File: src/hdl/ssx_pkg.sv
package ssx_pkg;
    // Exception codes
    localparam logic [7:0] EXC_ILLEGAL_FUNCTION = 8'h01;
    localparam logic [7:0] EXC_ILLEGAL_ADDRESS = 8'h02;
    localparam logic [7:0] EXC_ILLEGAL_VALUE = 8'h03;
    localparam logic [7:0] EXC_BUSY = 8'h06;
    localparam logic [7:0] EXC_FUNC_FLAG = 8'h80;
    // Setup byte fields
    localparam int LINEFEED_BIT = 7;
    localparam int PARITY_HI = 6;
    localparam int PARITY_LO = 5;
    localparam int BAUD_HI = 3;
    localparam int DELAY_HI = 1;
    localparam int DIGITS_HI = 7;
    localparam int DIGITS_LO = 6;
    localparam int LARGE_HI = 5;
    localparam int LARGE_LO = 3;
    localparam int SMALL_HI = 2;
    localparam logic [7:0] TEXT_ADDR_MIN = 8'h21;
    localparam logic [7:0] TEXT_ADDR_MAX = 8'h7e;
    // Reset values
    localparam logic [7:0] RST_TEXT_ADDR = 8'h31;
    localparam logic [7:0] RST_LINE_SETUP = 8'h07;
    localparam logic [7:0] RST_OPTION_SETUP = 8'h00;
    localparam logic [7:0] RST_FILTER_SETUP = 8'h00;
    localparam logic [7:0] RST_BIN_ADDR = 8'h01;
    // Parity selections
    localparam logic [1:0] PAR_NONE = 2'h0;
    localparam logic [1:0] PAR_EVEN = 2'h1;
    localparam logic [1:0] PAR_ODD = 2'h2;
    // Framing
    localparam logic [3:0] TEXT_DATA_BITS = 4'h7;
    localparam logic [3:0] BIN_DATA_BITS = 4'h8;
    // Readings
    localparam logic [15:0] READ_POS_OVERLOAD = 16'hffff;
    localparam logic [15:0] READ_NEG_OVERLOAD = 16'h0000;
    localparam logic [15:0] READ_POS_FULL = 16'hfffe;
    localparam logic [15:0] READ_NEG_FULL = 16'h0001;
    // Timing
    localparam int CLOCK_HZ = 100_000_000;
    localparam int CAL_TIME_MS = 3000;
    localparam int CAL_CYCLES = CAL_TIME_MS * (CLOCK_HZ / 1000);
    localparam int FILTER_BASE_MS = 250;
    localparam int BAUD_COUNT = 10;
    typedef enum logic [3:0] {
        SSX_IDLE = 4'b0001,
        SSX_CALIB = 4'b0010,
        SSX_READY = 4'b0100,
        SSX_FALLBACK = 4'b1000
    } ssx_state_t;
endpackage : ssx_pkg

File: src/hdl/ssx_cfg_if.sv
`timescale 1ns/1ps
interface ssx_cfg_if;
    logic [7:0] line_setup;
    logic [7:0] option_setup;
    logic [7:0] filter_setup;
    logic text_mode;
    logic [1:0] parity;
    logic [3:0] data_bits;
    logic [31:0] baud;
    logic linefeed;
    logic [2:0] delay_chars;
    logic [1:0] digits;
    logic [15:0] large_tc_ms;
    logic [15:0] small_tc_ms;
    modport src (output line_setup, output option_setup, output filter_setup, output text_mode);
    modport dec (input line_setup, input option_setup, input filter_setup, input text_mode,
        output parity, output data_bits, output baud, output linefeed, output delay_chars,
        output digits, output large_tc_ms, output small_tc_ms);
endinterface : ssx_cfg_if

File: src/hdl/ssx_setup_exc.sv
`timescale 1ns/1ps
// Summary of operation
// - Out-of-range data value gets exception code 03.
// - Three seconds of calibration after any reset; requests then answer busy 06.
// - Setup byte one is the text address only, from 21 hex; binary address separate.
// - Byte two bit 7 appends linefeed in text mode; binary ignores it.
// - Byte two bits 6:5 pick parity: 00/10 none, 01 even, 11 odd.
// - Text mode always frames 1 start, 7 data, parity as set in byte two (may be none), 1 stop.
// - Byte two low nibble selects baud from 300 to 115200.
// - Byte three bits 1:0 add 0/2/4/6 character delays, text mode only.
// - Byte four bits 7:6 pick displayed digits, text mode only.
// - Byte four two filter fields: off or 0.25 to 16 seconds, both protocols.
// - Zero trim is applied digitally after conversion.
// - Binary readings above full scale saturate FFFF; 0000 stays negative overload.
// - Unknown function code gets exception code 01.
// - Unsupported data address gets exception code 02.
module ssx_setup_exc #(
    parameter int CAL_CYCLES = ssx_pkg::CAL_CYCLES
) (
    // Clock and reset
    input wire logic clock_in,
    input wire logic sys_rst_in,
    // Text-protocol commands
    input wire logic setup_write_command_in,
    input wire logic [7:0] setup_byte1_in,
    input wire logic [7:0] setup_byte2_in,
    input wire logic [7:0] setup_byte3_in,
    input wire logic [7:0] setup_byte4_in,
    input wire logic binary_protocol_address_enable_command_in,
    input wire logic [7:0] binary_address_in,
    input wire logic remote_restart_command_in,
    input wire logic fallback_in,
    input wire logic zero_trim_command_in,
    input wire logic signed [17:0] zero_trim_value_in,
    // Binary request, already checked by the function handler
    input wire logic req_valid_in,
    input wire logic [7:0] req_addr_in,
    input wire logic [7:0] req_func_in,
    input wire logic func_known_in,
    input wire logic addr_ok_in,
    input wire logic value_ok_in,
    // Conversion data
    input wire logic sample_valid_in,
    input wire logic signed [17:0] sample_in,
    // Exception reply, one byte per cycle
    output logic exc_valid_out,
    output logic [7:0] exc_byte_out,
    output logic exc_last_out,
    output logic req_pass_out,
    // Decoded settings
    output logic [7:0] text_channel_address_out,
    output logic text_address_valid_out,
    output logic [7:0] binary_address_out,
    output logic text_mode_out,
    output logic calibrating_out,
    output logic [1:0] parity_out,
    output logic [3:0] data_bits_out,
    output logic [31:0] baud_out,
    output logic linefeed_out,
    output logic [2:0] delay_chars_out,
    output logic [1:0] digits_out,
    output logic [15:0] large_tc_ms_out,
    output logic [15:0] small_tc_ms_out,
    output logic [15:0] reading_out
);
    ssx_cfg_if cfg();
    ssx_pkg::ssx_state_t state;
    ssx_pkg::ssx_state_t next_state;
    logic [7:0] text_channel_address;
    logic [7:0] line_parity_baud_setup;
    logic [7:0] option_delay_setup;
    logic [7:0] digits_filter_setup;
    logic [7:0] binary_address;
    logic binary_enabled;
    logic signed [17:0] zero_trim;
    logic [31:0] cal_count;
    logic fallback_d;
    logic restart_evt;
    logic cal_done;
    logic [7:0] exc_code;
    logic [7:0] exc_addr;
    logic [7:0] exc_func;
    logic [2:0] exc_idx;
    logic [15:0] crc;
    logic [15:0] next_crc;
    logic [7:0] next_byte;
    logic need_exc;
    logic [7:0] next_code;

    assign cfg.line_setup = line_parity_baud_setup;
    assign cfg.option_setup = option_delay_setup;
    assign cfg.filter_setup = digits_filter_setup;
    assign cfg.text_mode = text_mode_out;

    ssx_decode u_decode (
        .cfg(cfg)
    );

    ssx_scale u_scale (
        .clock_in(clock_in),
        .sys_rst_in(sys_rst_in),
        .sample_valid_in(sample_valid_in),
        .sample_in(sample_in),
        .zero_trim_in(zero_trim),
        .reading_out(reading_out)
    );

    // Setup registers; binary address is held apart from the text address
    always_ff @(posedge clock_in or posedge sys_rst_in) begin
        if (sys_rst_in) begin
            text_channel_address <= ssx_pkg::RST_TEXT_ADDR;
            line_parity_baud_setup <= ssx_pkg::RST_LINE_SETUP;
            option_delay_setup <= ssx_pkg::RST_OPTION_SETUP;
            digits_filter_setup <= ssx_pkg::RST_FILTER_SETUP;
        end else if (setup_write_command_in) begin
            text_channel_address <= setup_byte1_in;
            line_parity_baud_setup <= setup_byte2_in;
            option_delay_setup <= setup_byte3_in;
            digits_filter_setup <= setup_byte4_in;
        end
    end

    // Enabling takes effect only at the next restart
    always_ff @(posedge clock_in or posedge sys_rst_in) begin
        if (sys_rst_in) begin
            binary_address <= ssx_pkg::RST_BIN_ADDR;
            binary_enabled <= 1'b0;
        end else if (binary_protocol_address_enable_command_in) begin
            binary_address <= binary_address_in;
            binary_enabled <= 1'b1;
        end
    end

    always_ff @(posedge clock_in or posedge sys_rst_in) begin
        if (sys_rst_in) begin
            zero_trim <= 18'sh0;
        end else if (zero_trim_command_in) begin
            zero_trim <= zero_trim_value_in;
        end
    end

    // Calibration sequencing
    assign restart_evt = remote_restart_command_in | (fallback_d & ~fallback_in);
    assign cal_done = (cal_count >= 32'(CAL_CYCLES - 1));

    always_comb begin
        case (state)
            ssx_pkg::SSX_IDLE: next_state = ssx_pkg::SSX_CALIB;
            ssx_pkg::SSX_CALIB: next_state = cal_done ? ssx_pkg::SSX_READY : ssx_pkg::SSX_CALIB;
            ssx_pkg::SSX_READY: next_state = fallback_in ? ssx_pkg::SSX_FALLBACK : ssx_pkg::SSX_READY;
            ssx_pkg::SSX_FALLBACK: next_state = fallback_in ? ssx_pkg::SSX_FALLBACK : ssx_pkg::SSX_IDLE;
            default: next_state = ssx_pkg::SSX_IDLE;
        endcase
        if (remote_restart_command_in) begin
            next_state = ssx_pkg::SSX_CALIB;
        end
    end

    always_ff @(posedge clock_in or posedge sys_rst_in) begin
        if (sys_rst_in) begin
            state <= ssx_pkg::SSX_IDLE;
            fallback_d <= 1'b0;
            cal_count <= 32'h0;
            text_mode_out <= 1'b1;
        end else begin
            state <= next_state;
            fallback_d <= fallback_in;
            if (restart_evt || state != ssx_pkg::SSX_CALIB) begin
                cal_count <= 32'h0;
            end else begin
                cal_count <= cal_count + 32'h1;
            end
            if (next_state == ssx_pkg::SSX_FALLBACK) begin
                text_mode_out <= 1'b1;
            end else if (state == ssx_pkg::SSX_IDLE || restart_evt) begin
                text_mode_out <= ~binary_enabled;
            end
        end
    end

    assign calibrating_out = (state != ssx_pkg::SSX_READY) && (state != ssx_pkg::SSX_FALLBACK);

    // Exception priority: busy, function, address, value
    assign next_code = calibrating_out ? ssx_pkg::EXC_BUSY :
        !func_known_in ? ssx_pkg::EXC_ILLEGAL_FUNCTION :
        !addr_ok_in ? ssx_pkg::EXC_ILLEGAL_ADDRESS :
        ssx_pkg::EXC_ILLEGAL_VALUE;
    assign need_exc = req_valid_in && !text_mode_out && !exc_valid_out &&
        (calibrating_out || !func_known_in || !addr_ok_in || !value_ok_in);
    assign req_pass_out = req_valid_in && !text_mode_out && !exc_valid_out && !need_exc;

    // Reply bytes: address, flagged function, code, CRC low, CRC high
    always_comb begin
        case (exc_idx)
            3'h0: next_byte = exc_addr;
            3'h1: next_byte = exc_func | ssx_pkg::EXC_FUNC_FLAG;
            3'h2: next_byte = exc_code;
            3'h3: next_byte = crc[7:0];
            default: next_byte = crc[15:8];
        endcase
    end

    function automatic logic [15:0] crc_step(input logic [15:0] c, input logic [7:0] d);
        logic [15:0] r;
        r = c ^ {8'h00, d};
        for (int i = 0; i < 8; i++) begin
            r = r[0] ? ((r >> 1) ^ 16'ha001) : (r >> 1);
        end
        crc_step = r;
    endfunction : crc_step

    assign next_crc = crc_step(crc, next_byte);

    always_ff @(posedge clock_in or posedge sys_rst_in) begin
        if (sys_rst_in) begin
            exc_valid_out <= 1'b0;
            exc_byte_out <= 8'h00;
            exc_last_out <= 1'b0;
            exc_idx <= 3'h0;
            exc_addr <= 8'h00;
            exc_func <= 8'h00;
            exc_code <= 8'h00;
            crc <= 16'hffff;
        end else if (need_exc) begin
            exc_addr <= req_addr_in;
            exc_func <= req_func_in;
            exc_code <= next_code;
            exc_idx <= 3'h0;
            crc <= 16'hffff;
            exc_valid_out <= 1'b1;
            exc_last_out <= 1'b0;
        end else if (exc_valid_out) begin
            exc_byte_out <= next_byte;
            exc_last_out <= (exc_idx == 3'h4);
            if (exc_idx < 3'h3) begin
                crc <= next_crc;
            end
            if (exc_idx == 3'h5) begin
                exc_valid_out <= 1'b0;
                exc_last_out <= 1'b0;
            end
            exc_idx <= exc_idx + 3'h1;
        end
    end

    assign text_channel_address_out = text_channel_address;
    assign text_address_valid_out = (text_channel_address >= ssx_pkg::TEXT_ADDR_MIN) &&
        (text_channel_address <= ssx_pkg::TEXT_ADDR_MAX);
    assign binary_address_out = binary_address;
    assign parity_out = cfg.parity;
    assign data_bits_out = cfg.data_bits;
    assign baud_out = cfg.baud;
    assign linefeed_out = cfg.linefeed;
    assign delay_chars_out = cfg.delay_chars;
    assign digits_out = cfg.digits;
    assign large_tc_ms_out = cfg.large_tc_ms;
    assign small_tc_ms_out = cfg.small_tc_ms;
endmodule : ssx_setup_exc

File: src/hdl/ssx_decode.sv
`timescale 1ns/1ps
module ssx_decode (
    // Setup bytes in, decoded settings out
    ssx_cfg_if.dec cfg
);
    logic [3:0] baud_code;
    logic [2:0] large_code;
    logic [2:0] small_code;
    assign baud_code = cfg.line_setup[ssx_pkg::BAUD_HI:0];
    assign large_code = cfg.filter_setup[ssx_pkg::LARGE_HI:ssx_pkg::LARGE_LO];
    assign small_code = cfg.filter_setup[ssx_pkg::SMALL_HI:0];

    function automatic logic [15:0] tc_ms(input logic [2:0] code);
        logic [15:0] base;
        base = 16'(ssx_pkg::FILTER_BASE_MS);
        tc_ms = (code == 3'h0) ? 16'h0000 : 16'(base << (code - 3'h1));
    endfunction : tc_ms

    // Codes 00 and 10 are both no parity
    assign cfg.parity = (cfg.line_setup[ssx_pkg::PARITY_LO] == 1'b0) ? ssx_pkg::PAR_NONE :
        (cfg.line_setup[ssx_pkg::PARITY_HI] ? ssx_pkg::PAR_ODD : ssx_pkg::PAR_EVEN);
    assign cfg.data_bits = cfg.text_mode ? ssx_pkg::TEXT_DATA_BITS : ssx_pkg::BIN_DATA_BITS;
    assign cfg.linefeed = cfg.text_mode & cfg.line_setup[ssx_pkg::LINEFEED_BIT];
    assign cfg.delay_chars = cfg.text_mode ? {cfg.option_setup[ssx_pkg::DELAY_HI:0], 1'b0} : 3'h0;
    assign cfg.digits = cfg.text_mode ? cfg.filter_setup[ssx_pkg::DIGITS_HI:ssx_pkg::DIGITS_LO] : 2'h0;
    assign cfg.large_tc_ms = tc_ms(large_code);
    assign cfg.small_tc_ms = tc_ms(small_code);

    // Unlisted codes fall back to the slowest rate
    always_comb begin
        case (baud_code)
            4'h7: cfg.baud = 32'd300;
            4'h6: cfg.baud = 32'd600;
            4'h5: cfg.baud = 32'd1200;
            4'h4: cfg.baud = 32'd2400;
            4'h3: cfg.baud = 32'd4800;
            4'h2: cfg.baud = 32'd9600;
            4'h1: cfg.baud = 32'd19200;
            4'h0: cfg.baud = 32'd38400;
            4'h9: cfg.baud = 32'd57600;
            4'h8: cfg.baud = 32'd115200;
            default: cfg.baud = 32'd300;
        endcase
    end
endmodule : ssx_decode

File: src/hdl/ssx_scale.sv
`timescale 1ns/1ps
module ssx_scale (
    // Clock and reset
    input wire logic clock_in,
    input wire logic sys_rst_in,
    // Conversion in
    input wire logic sample_valid_in,
    input wire logic signed [17:0] sample_in,
    input wire logic signed [17:0] zero_trim_in,
    // Reading out
    output logic [15:0] reading_out
);
    // Trim applied digitally after conversion; full scale maps to 0001..fffe around 8000
    logic signed [18:0] trimmed;
    logic signed [18:0] pos_lim;
    logic signed [18:0] neg_lim;
    logic [15:0] next_reading;
    assign trimmed = 19'(sample_in) + 19'(zero_trim_in);
    assign pos_lim = 19'sd32766;
    assign neg_lim = -19'sd32767;
    assign next_reading = (trimmed > pos_lim) ? ssx_pkg::READ_POS_OVERLOAD :
        (trimmed < neg_lim) ? ssx_pkg::READ_NEG_OVERLOAD :
        16'(trimmed + 19'sd32768);
    always_ff @(posedge clock_in or posedge sys_rst_in) begin
        if (sys_rst_in) begin
            reading_out <= 16'h8000;
        end else if (sample_valid_in) begin
            reading_out <= next_reading;
        end
    end
endmodule : ssx_scale

File: config.mk
export PLATFORM = sky130hd
export DESIGN_NAME = ssx_setup_exc
export DESIGN_NICKNAME = d
export VERILOG_FILES = /design/src/hdl/ssx_pkg.sv /design/src/hdl/ssx_cfg_if.sv /design/src/hdl/ssx_setup_exc.sv /design/src/hdl/ssx_decode.sv /design/src/hdl/ssx_scale.sv
export SDC_FILE = /design/constraint.sdc
export NUM_CORES = 1
export LEC_CHECK = 0
export BUFFER_PORTS_ARGS = -buffer_cell sky130_fd_sc_hd__buf_2
export CAP_MARGIN = 20
export CORE_ASPECT_RATIO = 0.7
export CORE_UTILIZATION = 59
export DETAILED_ROUTE_END_ITERATION = 10
export PLACE_DENSITY = 0.87
export RECOVER_POWER = 100
export SYNTH_ARGS = -nofsm -noshare
export SYNTH_HDL_FRONTEND = slang
export SYNTH_HIERARCHICAL = 1
export SYNTH_SLANG_ARGS = --single-unit
File: constraint.sdc
create_clock -name clock_in -period 8.15 [get_ports clock_in]
set_input_delay 1.2225 -clock clock_in [delete_from_list [all_inputs] [get_ports clock_in]]
set_output_delay 1.2225 -clock clock_in [all_outputs]
set_load 0.03 [all_outputs]
# Word level (Yosys, flattened, before mapping)
# Memory sizes are Yosys's and may differ from the RTL's.
# Cells that the tools add are included.
word_totals:
  reg_bits: 159
  mem_bits_ro: 240
  n_memories: 1
classes:
  addsub: 6
  magnitude_cmp: 6
  eq_ne: 13
  shifts: 2
  n_mux: 40
  bitwise: 15
  n_reduce_logical: 25
memory_table:
  columns: ["name", "words", "word_bits", "read_ports", "rd_clocked_by_memory_dff", "wr", "line", "text"]
  rows:
  - ["(no name shown)", 16, 15, 1, 0, 0, "ssx_decode.sv:31", "case (baud_code)"]
ops:
  columns: ["op", "n"]
  rows:
  - ["16-bit 2-to-1 mux", 15]
  - ["32-bit by 1-bit adder with 32-bit output (second input constant)", 1]
  - ["32-bit by 29-bit >= comparator with 1-bit output (second input constant)", 1]
  - ["32-bit 2-to-1 mux", 1]
  - ["8-bit one-hot mux with 4 select lines", 1]
  - ["8-bit by 3-bit left shift with 16-bit output (first input constant)", 2]
  - ["2-bit inverter with 3-bit output", 8]
  - ["18-bit by 18-bit adder with 19-bit output", 1]
  - ["19-bit by 16-bit > comparator with 1-bit output (second input constant)", 1]
  - ["19-bit by 16-bit < comparator with 1-bit output (second input constant)", 1]
  - ["16-bit adder (second input constant)", 1]
  - ["4-bit 2-to-1 mux", 4]
  - ["4-bit one-hot mux with 4 select lines", 1]
  - ["16-bit by 8-bit XOR with 16-bit output", 1]
  - ["3-bit 2-to-1 mux", 5]
  - ["3-bit zero test", 3]
  - ["1-bit 2-to-1 mux", 9]
  - ["4-bit == test (second input constant)", 2]
  - ["8-bit by 6-bit >= comparator with 1-bit output (second input constant)", 1]
  - ["8-bit by 7-bit <= comparator with 1-bit output (second input constant)", 1]
  - ["2-bit 2-to-1 mux", 4]
  - ["3-bit by 2-bit == test with 1-bit output (second input constant)", 2]
  - ["3-bit == test (second input constant)", 2]
  - ["1-bit logical AND", 6]
  - ["17 further kinds", 33]

# Longest topological paths before layout
depth:
  word_depth: 22
  mapped_depth: 13
  depth_no_buf: 12

# Hierarchy
# The synthesis kept the hierarchy.
by_module_without_submodules:
  columns: ["module", "instances", "cells_each", "area_per_inst_um2"]
  rows:
  - ["ssx_setup_exc", 1, 578, 6486.2]
  - ["ssx_scale", 1, 201, 1684.1]
  - ["ssx_decode", 1, 147, 1036.0]

# Worst setup path before layout
# OpenSTA, ideal clock, no wires.
synth_path:
  path_type: "input to register"
  startpoint: "input sample_in[0]"
  endpoint: "register u_scale.reading_out[0]"
  setup_ps: 129
  arrival_ps: 3531
  required_ps: 8021
  slack_ps: 4490
  stages: 13
  path_buffers: 1
  cell_sequence: "ha_1 -> inv_1 -> fa_1 -> nor2b_4 -> o2111a_1 -> nor4b_4 -> nor2_2 -> o2111ai_2 -> a21boi_1 -> o31a_1 -> o22ai_2 -> buf_6 -> o22ai_1"
synth_between:
  elab_chain_len: 4
synth_lines:
  columns: ["element", "line", "text"]
  rows:
  - ["start: declaration", "ssx_setup_exc.sv:44", "input wire logic signed [17:0] sample_in,"]
  - ["18-bit by 18-bit adder with 19-bit output (*)", "ssx_scale.sv:18", "assign trimmed = 19'(sample_in) + 19'(zero_trim_in);"]
  - ["16-bit adder / 19-bit by 16-bit < comparator with 1-bit output (equally long branches)", "ssx_scale.sv:23, ssx_scale.sv:22", null]
  - ["16-bit 2-to-1 mux", "ssx_scale.sv:22", "(trimmed < neg_lim) ? ssx_pkg::READ_NEG_OVERLOAD :"]
  - ["16-bit 2-to-1 mux (*)", "ssx_scale.sv:21", "assign next_reading = (trimmed > pos_lim) ? ssx_pkg::READ_POS_OVERLOAD :"]
  - ["end signal: assignment", "ssx_scale.sv:28", "reading_out <= next_reading;"]
  - ["end: declaration", "ssx_scale.sv:11", "output logic [15:0] reading_out"]
# Every way passes the cells marked *; elsewhere a longest branch is shown, timed or not.
# A chain may end at the register's enable or synchronous reset.

# Final worst setup path
layout_path:
  startpoint: "input sample_in[0]"
  endpoint: "register u_scale.reading_out[12]"
# The elaborated chain is that of the path after synthesis.

==> flow_summary.json <==
{
  "ir_drop_mv": 0.344,
  "drive_gt1_share_pct": 21.3,
  "grt_pass1_wl_um": 34600,
  "relSlewSlack_pct": -87.9,
  "dpl.hpwl_um": 15100,
  "cp.arrival_ns": 4.78,
  "skew_ns": 0.00821,
  "drt_iter0_markers": 690,
  "status": "finished, violations left",
  "track_usage_pct": 28.1,
  "path_buf_inv": 2,
  "rsz0062_at_grt": "false",
  "start_util_pct": 60.6,
  "grt_max_degree": 77,
  "grt_pass1_vias": 6948,
  "core-area_sq_um": 14800,
  "first_pass_iters": 5,
  "final-max-slew-violation-count": 63,
  "clock-sinks": 153,
  "area_growth_pct": 15.4,
  "power_density_nw_per_um2": 350,
  "min_period_ns": 4.54,
  "cts_setup_buffers": 0,
  "io_pins": 226,
  "routed_wl_um": 21300,
  "antenna_left": 0,
  "worst_path_max_delay_cell": "a21oi_1",
  "violations": "max-capacitance violations, max-slew violations",
  "hold_viol": 0,
  "via_per_inst": 5.63,
  "fmax_mhz": 220,
  "final_net_count": 1238,
  "fin_crit_sh_pct": 55.7,
  "globalplace.congestion": 0.841,
  "antenna_found_initial": 2,
  "clk_latency_ns": 0.42,
  "die_w_um": 149,
  "cts_buffers": 17,
  "cts_tree": "yes",
  "die_y_um": 105,
  "cpPeakStageDelay_ns": 0.94,
  "leakagePower_nw": 4.58,
  "worstSetupPathType": "in -> reg",
  "htreeDepth": 4,
  "netlist_instances": 912,
  "cts_buffer_depth": 2,
  "wl_per_cell_um": 16.4,
  "start_kind": "input port",
  "critical_path.cell_chain": "buf_2 -> ha_1 -> inv_1 -> fa_1 -> nor2b_4 -> o2111a_1 -> nor4b_1 -> o21ai_0 -> xor2_1 -> nor4_1 -> nand4_1 -> a21oi_1 -> o22ai_1",
  "syn_avg_cell_area_sq_um": 9.82,
  "fillerInstances": 1162,
  "maxCapViolCount": 1,
  "required_ns": 8.40,
  "die_area_sq_um": 15700,
  "power_mw": 3.62,
  "portBuffers": 195,
  "num_vias": 7317,
  "cts_resized": 0,
  "crit_fanout": 15,
  "clock-root-buffer": "clkbuf_16",
  "holdBufCountCts": 0,
  "hold_path.class": "reg -> reg",
  "fin_setup_tns_ns": 0,
  "tightest_slew_ns": 2.80,
  "finalSetupViolations": 0,
  "crit_path_end_kind": "flip-flop",
  "drc": 0,
  "syn_area_sq_um": 8950,
  "yosys_warnings": 6,
  "rows": 37,
  "clk_pin_slew_ns": 0.06,
  "grt_overflow": 0,
  "cp_top_family": "compound AO/OA/AOI/OAI gates"
}
[placed cells by master, fill, tap and decap left out, types with 4 or more instances in the layout]
| cell | n |
|---|---|
| or3_1 | 8 |
| ha_1 | 44 |
| nand3_1 | 17 |
| inv_6 | 5 |
| o211ai_1 | 4 |
| o22ai_1 | 18 |
| nor2_1 | 99 |
| nor3b_1 | 5 |
| o21a_1 | 4 |
| a211o_1 | 4 |
| dfrtp_1 | 127 |
| or2_2 | 7 |
| nand4_1 | 13 |
| o31ai_1 | 4 |
| and2_1 | 6 |
| nor2b_1 | 15 |
| dfstp_2 | 23 |
| nor4_1 | 5 |
| clkbuf_1 | 101 |
| and3_1 | 5 |
| nand2b_1 | 8 |
| a222oi_1 | 7 |
| nor2_2 | 4 |
| o21ai_0 | 45 |
| mux2i_1 | 9 |
| buf_2 | 96 |
| a21oi_1 | 47 |
| nand2_1 | 83 |
| mux2_2 | 57 |
| inv_1 | 37 |
| conb_1 | 22 |
| xor2_1 | 30 |
| xnor2_1 | 30 |
| nor3_1 | 24 |
| clkbuf_16 | 17 |
[flip-flops by register name, summed over array words and instances (netlist names), 4 cells and up]
register / cells
exc_func: 7
text_channel_address_out: 8
cal_count: 32
cfg.filter_setup: 8
u_scale/reading_out: 16
zero_trim: 18
cfg.line_setup: 7
crc: 16
state: 4
exc_addr: 8
exc_byte_out: 8
binary_address_out: 8
[path summary, 6_finish.rpt]
path	cells past startpoint	start	to	slack [ns]
setup / recovery	13	sample_in[0]	u_scale/reading_out[12]	3.61
hold / removal	1	binary_enabled	binary_enabled	0.47
setup reg to reg	12	zero_trim[0]	u_scale/reading_out[12]	4.14
hold reg to reg	1	binary_enabled	binary_enabled	0.47
max in group asynchronous	3	sys_rst_in	cal_count[23]	4.69
min in group asynchronous	2	sys_rst_in	u_scale/reading_out[5]	0.86
[through the flow]
step | instances | setup WS, ns | instance area, sq um | hold WS, ns | utilization [%]
4_1_cts | 1295 | 4.31 | 10500 | 0.474 | 71.2
6_report | 1299 | 3.61 | 10300 | 0.469 | 70.0
3_5_place_dp | 1263 | 3.95 | 9890 | 0.459 | 66.9
3_3_place_gp | 1263 | 4.02 | 9890 | 0.455 | 66.9
5_1_grt | 1299 | 3.37 | 10300 | 0.505 | 70.0
2_1_floorplan | 933 | 3.30 | 9030 | 0.437 | -
[power by group]
group	total (mW)	internal, mW	switching [mW]
clock network	0.845	0.507	0.338
logic	1.65	0.657	0.990
registers	1.13	0.971	0.155
[cell type report]
type / instances / area, sq um / share of cell area (%)
Timing Repair Buffer: 198 / 867 / 8.39
Tap cell: 195 / 244 / 2.36
Clock inverter: 13 / 179 / 1.73
Clock buffer: 19 / 453 / 4.38
Inverter: 39 / 148 / 1.43
Antenna cell: 2 / 5.00 / 0.0484
Sequential cell: 153 / 3860 / 37.4
Multi-Input combinational cell: 680 / 4580 / 44.3
[metal layers]
| metal | wire length, um | global-route usage (%) |
|---|---|---|
| met4 | 276 | 8.02 |
| met3 | 1250 | 4.98 |
| met2 | 9970 | 44.6 |
| met5 | 0 | 0 |
| met1 | 9780 | 39.5 |
[worst reg2reg max path, stage by stage (launching register included)]
cell,delay [ns]
dfrtp_1,0.38
ha_1,0.19
inv_1,0.07
fa_1,0.25
nor2b_4,0.06
o2111a_1,0.27
nor4b_1,0.50
o21ai_0,0.22
xor2_1,0.21
nor4_1,0.40
nand4_1,0.15
a21oi_1,0.94
o22ai_1,0.20
No activity file was read; power rests on OpenSTA's default activity.
